===== config.mk =====
export PLATFORM = sky130hd
export DESIGN_NAME = sbp_port
export DESIGN_NICKNAME = d
export VERILOG_FILES = /design/src/hw/sbp_pkg.sv /design/src/hw/sbp_pin_cell.sv /design/src/hw/sbp_port.sv
export SDC_FILE = /design/constraint.sdc
export NUM_CORES = 1
export LEC_CHECK = 0
export BUFFER_PORTS_ARGS = -buffer_cell sky130_fd_sc_hd__clkbuf_2
export CORE_MARGIN = 8
export CORE_UTILIZATION = 24
export DETAILED_ROUTE_END_ITERATION = 8
export PLACE_DENSITY = 0.57
export SYNTH_ARGS = -nofsm -noshare
export SYNTH_HDL_FRONTEND = slang
export SYNTH_SLANG_ARGS = --single-unit

===== constraint.sdc =====
create_clock -name core_clk_i -period 7 [get_ports core_clk_i]
set_input_delay 1.05 -clock core_clk_i [delete_from_list [all_inputs] [get_ports core_clk_i]]
set_output_delay 1.05 -clock core_clk_i [all_outputs]
set_load 0.03 [all_outputs]

===== src/hw/sbp_pkg.sv =====
/*
  Shared constants for the six-bit port with serial pin sharing:
  register indices, byte addresses, field positions and reset values.
  Assumes a 32-bit APB register bus with one register per aligned word.
*/
`default_nettype none

package sbp_pkg;

  // Port width and register data width
  localparam int unsigned PORT_W = 6;
  localparam int unsigned REG_W  = 8;
  localparam int unsigned ADDR_W = 32;

  // Printed offsets are not all word multiples, so they act as indices
  localparam logic [15:0] IDX_PIN_DIRECTION_SELECT = 16'hFEB2;
  localparam logic [15:0] IDX_PIN_LEVEL_READBACK   = 16'hFF52;
  localparam logic [15:0] IDX_OUTPUT_VALUE_LATCH   = 16'hFF62;
  localparam logic [15:0] IDX_OPEN_DRAIN_SELECT    = 16'hFF76;

  // Byte address is four times the index
  localparam logic [ADDR_W-1:0] ADR_PIN_DIRECTION_SELECT = {14'h0000, IDX_PIN_DIRECTION_SELECT, 2'h0};
  localparam logic [ADDR_W-1:0] ADR_PIN_LEVEL_READBACK   = {14'h0000, IDX_PIN_LEVEL_READBACK, 2'h0};
  localparam logic [ADDR_W-1:0] ADR_OUTPUT_VALUE_LATCH   = {14'h0000, IDX_OUTPUT_VALUE_LATCH, 2'h0};
  localparam logic [ADDR_W-1:0] ADR_OPEN_DRAIN_SELECT    = {14'h0000, IDX_OPEN_DRAIN_SELECT, 2'h0};

  // Reset values of the six live bits
  localparam logic [PORT_W-1:0] RST_DIRECTION  = 6'h00;
  localparam logic [PORT_W-1:0] RST_OUT_VALUE  = 6'h00;
  localparam logic [PORT_W-1:0] RST_OPEN_DRAIN = 6'h00;

  // Value returned when the write-only direction register is read
  localparam logic [31:0] DIR_READ_VALUE = 32'h0000_0000;

  // Pin positions
  localparam int unsigned PIN_TX_CH0  = 0;
  localparam int unsigned PIN_TX_CH1  = 1;
  localparam int unsigned PIN_RX_CH0  = 2;
  localparam int unsigned PIN_RX_CH1  = 3;
  localparam int unsigned PIN_CLK_CH0 = 4;
  localparam int unsigned PIN_CLK_CH1 = 5;

  // Function of a serial clock pin
  typedef enum logic [1:0]
  {
    SBP_CLK_GPIO,
    SBP_CLK_OUT,
    SBP_CLK_IN
  } sbp_clk_fn_t;

endpackage : sbp_pkg

`default_nettype wire


===== src/hw/sbp_pin_cell.sv =====
/*
  One port pin: chooses between general I/O and a peripheral function,
  and applies the open-drain setting to whatever drives the pin.
  Assumes the pad resolves pin_out/pin_oe into the wire level.
*/
`default_nettype none

module sbp_pin_cell
(
  input  wire logic fn_out_i,    // Peripheral owns pin as output
  input  wire logic fn_in_i,     // Peripheral owns pin as input
  input  wire logic fn_data_i,   // Peripheral output value
  input  wire logic dir_i,       // Direction bit, 1 = output
  input  wire logic gpio_data_i, // Output latch bit
  input  wire logic od_i,        // Open-drain bit
  output logic      pin_out_o,   // Level toward the pad
  output logic      pin_oe_o     // Pad driver enable
);

  logic drive;
  logic value;

  // Peripheral output beats input function and direction; an input function alone disables driver
  always_comb
  begin
    drive = 1'b0;
    value = gpio_data_i;
    if (fn_out_i)
    begin
      drive = 1'b1;
      value = fn_data_i;
    end
    else if (!fn_in_i)
    begin
      drive = dir_i;
    end
  end

  // Open drain only pulls low; a high is left to the external pull-up
  always_comb
  begin
    pin_out_o = value & ~od_i;
    pin_oe_o  = drive & (~od_i | ~value);
  end

endmodule : sbp_pin_cell

`default_nettype wire


===== src/hw/sbp_port.sv =====
/*
  Six-bit general-purpose port with pins shared by two serial channels
  and two external interrupt inputs, reached over a 32-bit APB slave.
  Assumes pin inputs already synchronous to core_clk_i, and serial
  channel controls supplied as levels by the serial logic outside.
*/
// Chosen here: the APB register port.
`default_nettype none

module sbp_port
  import sbp_pkg::*;
(
  input  wire logic                core_clk_i,                 // 40 MHz clock
  input  wire logic                rst_i,                      // Power-on reset, sync, high
  input  wire logic                hw_standby_i,               // Hardware standby, clears regs
  input  wire logic                manual_reset_i,             // Manual reset, regs kept
  input  wire logic                sw_standby_i,               // Software standby, regs kept
  // APB slave
  input  wire logic                psel_i,                     // Slave select
  input  wire logic                penable_i,                  // Access phase
  input  wire logic                pwrite_i,                   // 1 = write
  input  wire logic [ADDR_W-1:0]   paddr_i,                    // Byte address
  input  wire logic [31:0]         pwdata_i,                   // Write data
  output logic      [31:0]         prdata_o,                   // Read data
  output logic                     pready_o,                   // Always ready
  output logic                     pslverr_o,                  // Unmapped address
  // Serial channel controls
  input  wire logic [1:0]          serial_sync_mode_i,         // Sync mode bit per channel
  input  wire logic [1:0]          serial_clock_enable_low_i,  // Clock enable low per channel
  input  wire logic [1:0]          serial_clock_enable_high_i, // Clock enable high per channel
  input  wire logic [1:0]          receive_enable_bit_i,       // Receive enable per channel
  input  wire logic [1:0]          transmit_enable_bit_i,      // Transmit enable per channel
  input  wire logic                serial_out_ch0_i,           // Channel 0 transmit data
  input  wire logic                serial_out_ch1_i,           // Channel 1 transmit data
  input  wire logic                serial_clock_ch0_i,         // Channel 0 clock to drive
  input  wire logic                serial_clock_ch1_i,         // Channel 1 clock to drive
  output logic                     serial_in_ch0_o,            // Channel 0 receive data
  output logic                     serial_in_ch1_o,            // Channel 1 receive data
  output logic                     serial_clock_in_ch0_o,      // Channel 0 clock from pin
  output logic                     serial_clock_in_ch1_o,      // Channel 1 clock from pin
  output logic                     ext_interrupt_line4_o,      // Pin 4 level
  output logic                     ext_interrupt_line5_o,      // Pin 5 level
  // Pins
  input  wire logic [PORT_W-1:0]   pin_in_i,                   // Pin levels
  output logic      [PORT_W-1:0]   pin_out_o,                  // Pin output levels
  output logic      [PORT_W-1:0]   pin_oe_o                    // Pin driver enables
);

  // Clock pin selection shared by pins 5 and 4
  function automatic sbp_clk_fn_t clk_pin_fn(input logic cke_high,
                                             input logic sync_mode,
                                             input logic cke_low);
    if (cke_high)
      return SBP_CLK_IN;
    else if (sync_mode || cke_low)
      return SBP_CLK_OUT;
    else
      return SBP_CLK_GPIO;
  endfunction : clk_pin_fn

  logic [PORT_W-1:0] direction_ff;
  logic [PORT_W-1:0] out_value_ff;
  logic [PORT_W-1:0] open_drain_ff;
  logic [PORT_W-1:0] nxt_direction;
  logic [PORT_W-1:0] nxt_out_value;
  logic [PORT_W-1:0] nxt_open_drain;

  logic              wr_en;
  logic              hit_dir;
  logic              hit_rb;
  logic              hit_out;
  logic              hit_od;
  logic              clear_regs;
  logic              serial_off;
  sbp_clk_fn_t       clk_fn_ch0;
  sbp_clk_fn_t       clk_fn_ch1;
  logic [PORT_W-1:0] fn_out;
  logic [PORT_W-1:0] fn_in;
  logic [PORT_W-1:0] fn_data;
  logic [PORT_W-1:0] readback;

  // Address decode
  assign hit_dir = (paddr_i == ADR_PIN_DIRECTION_SELECT);
  assign hit_rb  = (paddr_i == ADR_PIN_LEVEL_READBACK);
  assign hit_out = (paddr_i == ADR_OUTPUT_VALUE_LATCH);
  assign hit_od  = (paddr_i == ADR_OPEN_DRAIN_SELECT);

  // Zero-wait slave; a write lands on the access cycle
  assign pready_o  = 1'b1;
  assign wr_en     = psel_i & penable_i & pwrite_i & ~hw_standby_i;
  assign pslverr_o = psel_i & penable_i & ~(hit_dir | hit_rb | hit_out | hit_od);

  // Only power-on reset and hardware standby clear; manual reset does not
  assign clear_regs = rst_i | hw_standby_i;

  // Serial pin functions are switched off during any reset or standby
  assign serial_off = rst_i | hw_standby_i | manual_reset_i | sw_standby_i;

  // Next values: only bits 5 to 0 are stored, upper write bits dropped
  always_comb
  begin
    nxt_direction  = direction_ff;
    nxt_out_value  = out_value_ff;
    nxt_open_drain = open_drain_ff;
    if (wr_en && hit_dir)
      nxt_direction = pwdata_i[PORT_W-1:0];
    if (wr_en && hit_out)
      nxt_out_value = pwdata_i[PORT_W-1:0];
    if (wr_en && hit_od)
      nxt_open_drain = pwdata_i[PORT_W-1:0];
  end

  // Direction register
  always_ff @(posedge core_clk_i)
  begin
    if (clear_regs)
      direction_ff <= RST_DIRECTION;
    else
      direction_ff <= nxt_direction;
  end

  // Output value latch
  always_ff @(posedge core_clk_i)
  begin
    if (clear_regs)
      out_value_ff <= RST_OUT_VALUE;
    else
      out_value_ff <= nxt_out_value;
  end

  // Open-drain select
  always_ff @(posedge core_clk_i)
  begin
    if (clear_regs)
      open_drain_ff <= RST_OPEN_DRAIN;
    else
      open_drain_ff <= nxt_open_drain;
  end

  // Readback mixes latch and pin per direction bit
  assign readback = (direction_ff & out_value_ff) | (~direction_ff & pin_in_i);

  // Read mux; direction reads return a fixed filler, reserved bits zero
  always_comb
  begin
    prdata_o = 32'h0000_0000;
    if (hit_dir)
      prdata_o = DIR_READ_VALUE;
    else if (hit_rb)
      prdata_o = {26'h000_0000, readback};
    else if (hit_out)
      prdata_o = {26'h000_0000, out_value_ff};
    else if (hit_od)
      prdata_o = {26'h000_0000, open_drain_ff};
  end

  // Clock pin decode; no operating-mode input exists by design
  assign clk_fn_ch0 = clk_pin_fn(serial_clock_enable_high_i[0],
                                 serial_sync_mode_i[0],
                                 serial_clock_enable_low_i[0]);
  assign clk_fn_ch1 = clk_pin_fn(serial_clock_enable_high_i[1],
                                 serial_sync_mode_i[1],
                                 serial_clock_enable_low_i[1]);

  // Function ownership per pin; all ownership drops while serial is off
  always_comb
  begin
    fn_out  = 6'h00;
    fn_in   = 6'h00;
    fn_data = 6'h00;
    if (!serial_off)
    begin
      fn_out[PIN_TX_CH0]   = transmit_enable_bit_i[0];
      fn_out[PIN_TX_CH1]   = transmit_enable_bit_i[1];
      fn_in[PIN_RX_CH0]    = receive_enable_bit_i[0];
      fn_in[PIN_RX_CH1]    = receive_enable_bit_i[1];
      fn_out[PIN_CLK_CH0]  = (clk_fn_ch0 == SBP_CLK_OUT);
      fn_in[PIN_CLK_CH0]   = (clk_fn_ch0 == SBP_CLK_IN);
      fn_out[PIN_CLK_CH1]  = (clk_fn_ch1 == SBP_CLK_OUT);
      fn_in[PIN_CLK_CH1]   = (clk_fn_ch1 == SBP_CLK_IN);
    end
    fn_data[PIN_TX_CH0]  = serial_out_ch0_i;
    fn_data[PIN_TX_CH1]  = serial_out_ch1_i;
    fn_data[PIN_CLK_CH0] = serial_clock_ch0_i;
    fn_data[PIN_CLK_CH1] = serial_clock_ch1_i;
  end

  // One cell per pin; open drain covers both general and serial outputs
  for (genvar g = 0; g < PORT_W; g++)
  begin : g_pin
    sbp_pin_cell u_cell
    (
      .fn_out_i    (fn_out[g]),
      .fn_in_i     (fn_in[g]),
      .fn_data_i   (fn_data[g]),
      .dir_i       (direction_ff[g]),
      .gpio_data_i (out_value_ff[g]),
      .od_i        (open_drain_ff[g]),
      .pin_out_o   (pin_out_o[g]),
      .pin_oe_o    (pin_oe_o[g])
    );
  end

  // Inputs toward the serial channels always see the pin level
  assign serial_in_ch0_o       = pin_in_i[PIN_RX_CH0];
  assign serial_in_ch1_o       = pin_in_i[PIN_RX_CH1];
  assign serial_clock_in_ch0_o = pin_in_i[PIN_CLK_CH0];
  assign serial_clock_in_ch1_o = pin_in_i[PIN_CLK_CH1];

  // Interrupt taps ignore the selected function; a shared pin is user's risk
  assign ext_interrupt_line4_o = pin_in_i[PIN_CLK_CH0];
  assign ext_interrupt_line5_o = pin_in_i[PIN_CLK_CH1];

endmodule : sbp_port

`default_nettype wire


==> impl_metrics.py, run 1 <==
metrics = {
    "run_status": {
        "outcome": "completed",
    },
    "synth": {
        "synth_flop_cell": "dfxtp_1",
        "yosys.area.top_type": "dfxtp_1",
        "syn_area_um2": 1670,
        "yosys_warnings": 0,
        "synthArstFlopShare_pct": 0,
        "postSynthCellCount": 208,
        "ys_types": 40,
        "synth_edf_count": 0,
        "ys_seq_area_share_pct": 21.5,
        "yosysMostFrequentCell": "buf_4",
        "synthTopCellsByCount": "buf_4, nor2_1, mux2i_1, dfxtp_1, nand2_1",
        "synth_area_per_cell_um2": 8.04,
        "netlist.area_leader.share_pct": 21.5,
        "ys_top_cells_by_area": "dfxtp_1, buf_4, mux2i_1",
        "postSynthRegisterBits": 18,
    },
    "setup_path": {
        "crit_type": "input pin to primary output",
        "cp_slowest_cell": "or4b_4",
        "arrival_ps": 3370,
        "r2r_end": "out_value_ff[2]$_SDFFE_PP0P_",
        "critPathLaunchType": "input pin",
        "cp_max_fo": 8,
        "worstReg2RegStart": "out_value_ff[2]$_SDFFE_PP0P_",
        "crit_required_ps": 5950,
        "cpMostUsedCell": "clkbuf_2",
        "rr_worst_depth": 2,
        "max_stage_delay_ps": 550,
        "path_cells": "clkbuf_2 > or4b_4 > nor3_1 > nand3_1 > nor3b_1 > nor4b_1 > clkbuf_2",
        "rrSetupSlack_ps": 6340,
        "end_kind": "primary output",
    },
    "floorplanning": {
        "rows": 30,
        "initial_core_util_pct": 24.8,
        "core-area_um2": 6760,
        "die_area_um2": 9900,
        "ios": 144,
        "die_w_um": 99.5,
        "die_h_um": 99.5,
    },
    "layout": {
        "fin_util_pct": 29.4,
        "nets": 371,
        "area_delta_synth_final_pct": 18.8,
        "drive_gt1_share_pct": 37.5,
        "n_antenna_cell": 0,
    },
    "route": {
        "viasPerCell": 4.58,
        "drt_wl_total_mm": 5.18,
        "drtPass1Iterations": 5,
        "num_vias": 1635,
        "drc": 0,
        "drtIter0Drc": 58,
        "ant_nets": 0,
        "wl_per_cell_um": 14.5,
    },
    "global_routing": {
        "antenna_found_initial": 0,
        "track_usage_pct": 10.2,
        "grt_max_degree": 19,
        "grt_pass1_vias": 1656,
        "grt_pass1_wl_mm": 8.21,
        "grt_overflow": 0,
    },
    "hold_path": {
        "whs_path_depth": 2,
        "min_to": "direction_ff[1]$_SDFFE_PP0P_",
        "hp-class": "flip-flop to flip-flop",
        "hp-start": "direction_ff[1]$_SDFFE_PP0P_",
    },
    "place": {
        "port_buffers": 90,
        "dp_hpwl_mm": 4.47,
        "gp_congestion": 0.755,
    },
    "clock_network": {
        "cts_buffer_depth": 2,
        "cts_tree": "built",
        "h-tree-depth": 1,
        "numCtsBuffers": 3,
        "cts.sinks": 18,
        "cts-root-buf": "clkbuf_8",
        "cts_setup_buffers": 0,
        "cts-resized-gates": 0,
        "clock_latency_ps": 240,
        "postCtsHoldBufs": 0,
        "clk_pin_slew_worst_paths_ps": 70,
    },
    "timing": {
        "slew_violations": 0,
        "fin_tns_setup_ps": 0,
        "fin_hold_ws_ps": 547,
        "hold_viol_final": 0,
        "tightest_slew_ps": 1050,
        "finalSetupViolations": 0,
        "period_minus_slack_ps": 4420,
        "grt_setup_unrepaired": "false",
        "fmaxAchievable_mhz": 226,
        "period_share_pct": 63.1,
        "relSlewSlack_pct": 28.8,
        "clock_skew_ps": 0,
    },
    "job": {
        "maxCapViolCount": 0,
    },
    "power": {
        "powerDensity_nw_per_um2": 116,
        "irDropWorstVdd_mv": 0.0893,
        "leakage_uw": 0.000918,
    },
}
flip-flops by register name, indices dropped and copies added (netlist names):
name,count
out_value_ff,6
direction_ff,6
open_drain_ff,6
critical path, delay by kind of cell:
family / cells / cell delay (ps)
buf+inv: 2 / 340
simple gates: 5 / 1980
metal layers:
layer | GRT usage (%) | vias to the layer above | wire (µm) | share of wire (%)
met2 | 18.5 | 71 | 2550 | 49
met3 | 4.26 | 2 | 576 | 11
li1 | - | 814 | - | -
met4 | 1.40 | 0 | 18 | 0.35
met1 | 11.0 | 748 | 2040 | 39
met5 | 0 | - | 0 | 0
stage by stage:
stage | power [µW] | instance area (µm²) | setup slack, ps | cells
2_1_floorplan | 153 | 1770 | 2440 | 233
3_3_place_gp | 163 | 1950 | 2580 | 354
3_5_place_dp | 164 | 1950 | 2600 | 354
4_1_cts | 233 | 1990 | 2580 | 357
5_1_grt | 244 | 1990 | 2380 | 357
6_report | 231 | 1990 | 2580 | 357
logic make-up (layout without fill, tap and decap cells):
family,count (synthesis),in the layout,share of synthesized area (%)
compound gates,23,23,8.68
flops,18,18,21.5
buf+inv,53,97,23.3
other cells,2,27,0.449
xor+xnor,1,1,0.524
mux,26,26,15.9
simple gates,85,85,29.7
how the worst max path moves through the flow:
stage               start          end  slack [ps]  cells after the start
6_report       paddr_i[1]  prdata_o[0]        2580                      7
5_1_grt        paddr_i[1]  prdata_o[0]        2380                      7
4_1_cts        paddr_i[1]  prdata_o[0]        2580                      7
3_5_place_dp   paddr_i[1]  prdata_o[0]        2600                      7
3_3_place_gp   paddr_i[1]  prdata_o[0]        2580                      7
2_1_floorplan  paddr_i[1]  prdata_o[0]        2440                      5
area by class of cell:
| class | count | area [µm²] |
|---|---|---|
| clock buffer | 3 | 41.3 |
| fill | 753 | 4770 |
| inverter | 3 | 11.3 |
| multi-input combinational | 162 | 1020 |
| sequential | 18 | 360 |
| tap | 80 | 100 |
| timing repair buffer | 91 | 458 |
cells in the final DEF, fill, tap and decap left out, drive strengths merged:
master / count
clkbuf: 93
nor2: 27
conb: 27
mux2i: 22
dfxtp: 18
nand2: 16
a21oi: 13
nor2b: 7
nor4b: 6
nor4: 5
a311oi: 4
mux2: 4
nand4: 4
nor3: 3
nand4b: 3
inv: 3
nor3b: 3
o21ai: 2
a222oi: 2
or4b: 2
nand3b: 1
nand4bb: 1
and2: 1
nand3: 1
or3: 1
nor4bb: 1
xor2: 1
nand2b: 1
a211oi: 1
o21bai: 1
or2: 1
and3b: 1
buf: 1
report_power, final:
group | switching (µW) | internal (µW) | leakage [µW]
clock | 31.3 | 38.1 | 0.0000216
sequential | 0.000000000614 | 102 | 0.000145
combinational | 40.0 | 19.1 | 0.000751
total | 71.3 | 160 | 0.000918
Note: power is estimated with default switching activity, not from simulation.
==> run 2, diff against run 1 <==
--- a/config.mk
+++ b/config.mk
@@ -5,11 +5,12 @@
 export SDC_FILE = /design/constraint.sdc
 export NUM_CORES = 1
 export LEC_CHECK = 0
+export ABC_AREA = 1
 export BUFFER_PORTS_ARGS = -buffer_cell sky130_fd_sc_hd__clkbuf_2
 export CORE_MARGIN = 8
 export CORE_UTILIZATION = 24
 export DETAILED_ROUTE_END_ITERATION = 8
-export PLACE_DENSITY = 0.57
+export PLACE_DENSITY = 0.56
 export SYNTH_ARGS = -nofsm -noshare
 export SYNTH_HDL_FRONTEND = slang
 export SYNTH_SLANG_ARGS = --single-unit
==> constraint.sdc (replaced) <==
create_clock -name core_clk_i -period 4 [get_ports core_clk_i]
set_input_delay 0.6 -clock core_clk_i [delete_from_list [all_inputs] [get_ports core_clk_i]]
set_output_delay 0.6 -clock core_clk_i [all_outputs]
set_load 0.03 [all_outputs]
==> run 2 against run 1 <==
Clock skew stayed put; worst setup slack got worse by 1400 ps; sequential cell count is the same; total power increased by 82%; routed wire length rose by 15%; synthesized cell count grew 66%; die area is 14% higher.
==> impl_metrics.py, run 2 <==
metrics = {
    "route": {
        "wl_per_cell_um": 11.4,
        "drt_wl_total_mm": 5.94,
        "drtIter0Drc": 147,
        "drtPass1Iterations": 4,
        "num_vias": 2098,
        "drc": 0,
        "ant_nets": 0,
        "viasPerCell": 4.04,
    },
    "synth": {
        "ys_top_cells_by_area": "dfxtp_1, buf_4, nand2_1",
        "synth_flop_cell": "dfxtp_1",
        "syn_area_um2": 1960,
        "yosys.area.top_type": "dfxtp_1",
        "synth_area_per_cell_um2": 5.67,
        "ys_types": 21,
        "postSynthCellCount": 345,
        "ys_seq_area_share_pct": 18.4,
        "yosys_warnings": 0,
        "yosysMostFrequentCell": "nand2_1",
        "postSynthRegisterBits": 18,
        "synthArstFlopShare_pct": 0,
        "synthTopCellsByCount": "nand2_1, nor2_1, buf_4, inv_1",
        "synth_edf_count": 0,
        "netlist.area_leader.share_pct": 18.4,
    },
    "power": {
        "pwr-share-clk_pct": 30.5,
        "p_int_uw": 281,
        "powerDensity_nw_per_um2": 184,
        "swShare_pct": 33.2,
        "leakage_uw": 0.00137,
        "switchingPower_uw": 140,
        "irDropWorstVdd_mv": 0.0791,
        "comb_power_share_pct": 27.0,
        "p_seq_share_pct": 42.5,
    },
    "layout": {
        "final_area_um2": 2290,
        "area_delta_synth_final_pct": 17.1,
        "layout_common_cells": "nand2_1, clkbuf_2, nor2_1, inv_1, conb_1",
        "nets": 508,
        "fillCellCount": 942,
        "layout_commonest_cell": "nand2_1",
        "seq_area_um2": 360,
        "drive_gt1_share_pct": 28.3,
        "reg.largest.list": "direction_ff x6, open_drain_ff x6, out_value_ff x6",
        "multiInputGateArea_um2": 1120,
        "n_antenna_cell": 0,
    },
    "setup_path": {
        "crit_type": "input pin to primary output",
        "max_stage_delay_ps": 370,
        "cpMostUsedCell": "nand2_1",
        "cp_max_fo": 17,
        "path_cells": "clkbuf_2 > inv_1 > nand2_1 > nor2_1 > nand2_2 > nor2_4 > nand2_2 > nand2_1 > nand2_1 > a21oi_1 > clkbuf_2",
        "cp_slowest_cell": "nor2_4",
        "arrival_ps": 2220,
        "critPathLaunchType": "input pin",
        "end_kind": "primary output",
        "crit_required_ps": 3400,
    },
    "place": {
        "dp_hpwl_mm": 5.03,
        "placed_area_um2": 2250,
        "port_buffers": 90,
        "gp_congestion": 0.778,
    },
    "hold_path": {
        "hp-class": "flip-flop to flip-flop",
    },
    "clock_network": {
        "numCtsBuffers": 3,
        "cts.sinks": 18,
        "cts-resized-gates": 0,
        "cts_setup_buffers": 0,
        "cts_buffer_depth": 2,
        "postCtsHoldBufs": 0,
        "clk_pin_slew_worst_paths_ps": 70,
        "cts-root-buf": "clkbuf_8",
        "h-tree-depth": 1,
        "cts_tree": "built",
        "clock_latency_ps": 260,
    },
    "floorplanning": {
        "rows": 33,
        "die_w_um": 106,
        "initial_core_util_pct": 24.3,
        "die_h_um": 106,
        "die_area_um2": 11300,
        "ios": 144,
        "core-area_um2": 8050,
    },
    "timing": {
        "clock_skew_ps": 0,
        "finalSetupViolations": 0,
        "period_minus_slack_ps": 2820,
        "fin_tns_setup_ps": 0,
        "fmaxAchievable_mhz": 355,
        "period_share_pct": 70.5,
        "slew_violations": 0,
        "hold_viol_final": 0,
        "grt_setup_unrepaired": "false",
    },
    "global_routing": {
        "track_usage_pct": 10.2,
        "grt_pass1_wl_mm": 9.53,
        "grt_pass1_vias": 2068,
        "grt_overflow": 0,
        "antenna_found_initial": 0,
        "grt_max_degree": 19,
    },
    "run_status": {
        "outcome": "completed",
    },
    "job": {
        "maxCapViolCount": 0,
    },
}
## run 2: layout make-up
| cell class | count | share of cell area, % |
|---|---|---|
| repair buffers | 91 | 20.0 |
| well taps | 105 | 5.73 |
| clock buffers | 3 | 1.80 |
| inverters | 49 | 8.03 |
| flip-flops and latches | 18 | 15.7 |
| multi-input cells | 253 | 48.7 |
## run 2: logic make-up (layout without fill, tap and decap cells)
kind of cell           count (synthesis)  count (layout)  share of synthesized area (%)
AND/OR/NAND/NOR                      195             195                           42.9
buffers and inverters                 99             143                           29.3
AO/OA/AOI/OAI                         31              31                           8.95
flip-flops                            18              18                           18.4
other                                  2              27                          0.384
## run 2: worst paths after layout
check / start / to / slack [ps] / depth (start not counted)
setup / recovery: paddr_i[18] / prdata_o[5] / 1180 / 11
hold / removal: open_drain_ff[3]$_SDFFE_PP0P_ / open_drain_ff[3]$_SDFFE_PP0P_ / 480 / 2
setup reg to reg: out_value_ff[2]$_SDFFE_PP0P_ / out_value_ff[2]$_SDFFE_PP0P_ / 3310 / 4
hold reg to reg: open_drain_ff[3]$_SDFFE_PP0P_ / open_drain_ff[3]$_SDFFE_PP0P_ / 480 / 2
## run 2: per-layer routing
metal | wire, µm | GRT usage [%] | up-vias
li1 | - | - | 1111
met3 | 471 | 2.42 | 11
met2 | 2710 | 17.3 | 78
met5 | 0 | 0 | -
met4 | 146 | 4.12 | 0
met1 | 2610 | 12.0 | 898
## run 2: critical path: cells and delay by family
kind	cells	cell delay, ps
simple gates	7	1080
compound gates	1	150
buf+inv	3	370
## run 2: power groups by stage
stage / logic, µW / registers (µW) / clock network (µW)
2_1_floorplan: 93.3 / 183 / 0
3_3_place_gp: 112 / 183 / 0
3_5_place_dp: 113 / 183 / 0
4_1_cts: 114 / 179 / 132
5_1_grt: 126 / 179 / 137
6_report: 114 / 179 / 129
## run 2: metrics by stage
step           hold slack (ps)  std cells  utilization, %  power, µW  worst slack, ps
2_1_floorplan              453        370               -        277             1550
4_1_cts                    488        519            28.5        424             1150
3_5_place_dp               479        516            27.9        296             1150
3_3_place_gp               471        516            27.9        295             1160
5_1_grt                    510        519            28.5        441              986
6_report                   485        519            28.5        421             1180
==> run 3, diff against run 2 <==
--- a/config.mk
+++ b/config.mk
@@ -5,12 +5,12 @@
 export SDC_FILE = /design/constraint.sdc
 export NUM_CORES = 1
 export LEC_CHECK = 0
-export ABC_AREA = 1
+export ABC_AREA = 0
 export BUFFER_PORTS_ARGS = -buffer_cell sky130_fd_sc_hd__clkbuf_2
 export CORE_MARGIN = 8
 export CORE_UTILIZATION = 24
 export DETAILED_ROUTE_END_ITERATION = 8
-export PLACE_DENSITY = 0.56
+export PLACE_DENSITY = 0.57
 export SYNTH_ARGS = -nofsm -noshare
 export SYNTH_HDL_FRONTEND = slang
 export SYNTH_SLANG_ARGS = --single-unit
==> constraint.sdc (replaced) <==
create_clock -name core_clk_i -period 2.64 [get_ports core_clk_i]
set_input_delay 0.396 -clock core_clk_i [delete_from_list [all_inputs] [get_ports core_clk_i]]
set_output_delay 0.396 -clock core_clk_i [all_outputs]
set_load 0.03 [all_outputs]
==> run 3 against run 2 <==
The run now ends with setup timing left; global-route usage grew 0.28 points; sequential share of layout area grew 0.55 points; via count shrank 21%; critical endpoint is now prdata_o[0].
==> impl_metrics.py, run 3 (synthesized netlist as in run 1, its figures left out) <==
metrics = {
    "setup_path": {
        "r2r_end": "out_value_ff[0]$_SDFFE_PP0P_",
        "crit_type": "input pin to primary output",
        "rr_worst_depth": 2,
        "cp.buffers_inverters": 2,
        "rrSetupSlack_ps": 1970,
        "cp_slowest_cell": "or4b_4",
        "max_stage_delay_ps": 560,
        "path_cells": "clkbuf_2 > or4b_4 > or3_4 > nand2b_4 > a211oi_4 > nor4b_4 > clkbuf_8",
        "setup.worst_path.start": "paddr_i[2]",
        "crit_required_ps": 2240,
        "critPathLaunchType": "input pin",
        "end_kind": "primary output",
        "cp_max_fo": 3,
        "worstReg2RegStart": "out_value_ff[0]$_SDFFE_PP0P_",
        "critical-path-top-delay-family": "simple AND/OR/NAND/NOR gates",
        "arrival_ps": 2260,
    },
    "run_status": {
        "outcome": "finished, violations left",
        "violations": "setup timing",
    },
    "global_routing": {
        "grt_pass1_wl_mm": 8.44,
        "grt_pass1_vias": 1742,
        "track_usage_pct": 10.5,
        "grt_max_degree": 19,
        "grt_overflow": 0,
        "antenna_found_initial": 0,
    },
    "place": {
        "dpl.cell_count": 367,
        "port_buffers": 90,
        "place_ws_ps": -103,
        "gp_congestion": 0.790,
        "dp_hpwl_mm": 4.59,
    },
    "timing": {
        "period_minus_slack_ps": 2660,
        "fmaxAchievable_mhz": 376,
        "grt_setup_unrepaired": "true",
        "hold_viol_final": 0,
        "clock_skew_ps": 0,
        "fin_tns_setup_ps": -24.8,
        "finalSetupViolations": 2,
        "period_share_pct": 101,
        "slew_violations": 0,
        "worst_slack_ps": -19.1,
    },
    "layout": {
        "fin_util_pct": 32.8,
        "area_delta_synth_final_pct": 32.3,
        "drive_gt1_share_pct": 44.5,
        "fin_cells": 370,
        "layout_commonest_cell": "clkbuf_2",
        "nets": 384,
        "reg.largest.list": "direction_ff x6, open_drain_ff x6, out_value_ff x6",
        "layout_common_cells": "clkbuf_2, nor2_1, conb_1, mux2i_1, dfxtp_1",
        "n_antenna_cell": 0,
    },
    "power": {
        "irDropWorstVdd_mv": 0.166,
        "p_seq_share_pct": 43.6,
        "leakage_uw": 0.00102,
        "switchingPower_uw": 198,
        "swShare_pct": 31.8,
        "p_int_uw": 424,
        "powerDensity_nw_per_um2": 281,
        "power_uw": 622,
        "comb_power_share_pct": 25.7,
        "pwr-share-clk_pct": 30.7,
    },
    "hold_path": {
        "min_to": "out_value_ff[1]$_SDFFE_PP0P_",
        "hp-class": "input pin to flip-flop",
        "hp-start": "pwdata_i[1]",
        "whs_path_depth": 3,
    },
    "clock_network": {
        "cts_setup_buffers": 0,
        "cts_buffer_depth": 2,
        "cts.sinks": 18,
        "h-tree-depth": 1,
        "clk_pin_slew_worst_paths_ps": 70,
        "cts-root-buf": "clkbuf_8",
        "cts_tree": "built",
        "clock_latency_ps": 250,
        "numCtsBuffers": 3,
    },
    "floorplanning": {
        "rows": 30,
        "die_w_um": 99.5,
        "die_area_um2": 9900,
        "ios": 144,
        "die_h_um": 99.5,
        "core-area_um2": 6760,
        "initial_core_util_pct": 24.8,
    },
    "route": {
        "ant_nets": 0,
        "drt_wl_total_mm": 5.49,
        "drc": 0,
        "drtIter0Drc": 65,
        "wl_per_cell_um": 14.8,
        "num_vias": 1665,
        "viasPerCell": 4.50,
        "drtPass1Iterations": 5,
    },
    "job": {
        "maxCapViolCount": 0,
    },
}
-- run 3: cell count changes in the layout (fill, tap and decap cells not counted), sizes merged, moves of 5 or more --
cell	previous run	this run
a21boi	6	0
a21oi	3	13
buf	1	15
inv	49	3
mux2i	0	22
nand2	100	16
nand3	13	1
nor2	75	27
nor2b	0	7
nor4	0	5
nor4b	0	6
o21ai	20	2
-- run 3: per-layer routing --
layer	global-route usage [%]	part of all wire (%)
met5	0	0
met4	1.98	0.93
met3	4.89	13
met2	19.3	48
met1	10.5	38
-- run 3: area by class of cell --
cell class	count	area (µm²)
multi-input combinational	162	1120
timing repair buffer	104	581
clock buffer	3	41.3
fill	737	4540
inverter	3	11.3
tap	80	100
sequential	18	360
-- run 3: how the worst max path moves through the flow --
stage / slack, ps / cells after the start / to
finish: -20 / 7 / prdata_o[0]
global route: -100 / 7 / prdata_o[3]
CTS: -80 / 7 / prdata_o[0]
detailed placement: -100 / 8 / prdata_o[0]
global placement: -70 / 7 / prdata_o[0]
floorplan: 10 / 5 / prdata_o[0]
-- run 3: worst min-delay path, stage by stage --
cell and delay, ps:
clkbuf_2 100, mux2i_1 60, nor2_1 70
-- run 3: power by group through the flow --
stage          clock, µW  sequential (µW)  combinational [µW]
6_report             191              271                 160
2_1_floorplan          0              278                 129
3_5_place_dp           0              278                 156
4_1_cts              194              271                 158
3_3_place_gp           0              278                 155
5_1_grt              205              271                 171
-- run 3: metrics by stage --
stage          hold WS (ps)  instance area [µm²]
4_1_cts                 415                 2190
3_3_place_gp            532                 2110
2_1_floorplan           481                 1830
6_report                416                 2210
5_1_grt                 428                 2210
3_5_place_dp            543                 2110
-- run 3: what timing repair did --
| action | CTS | global route |
|---|---|---|
| setup endpoints to repair | 6 | 6 |
| hold endpoints to repair | 0 | 0 |
| hold buffers | 0 | 0 |
| cloned | 0 | 0 |
| pin swaps | 2 | 2 |
| resized for setup | 8 | 9 |
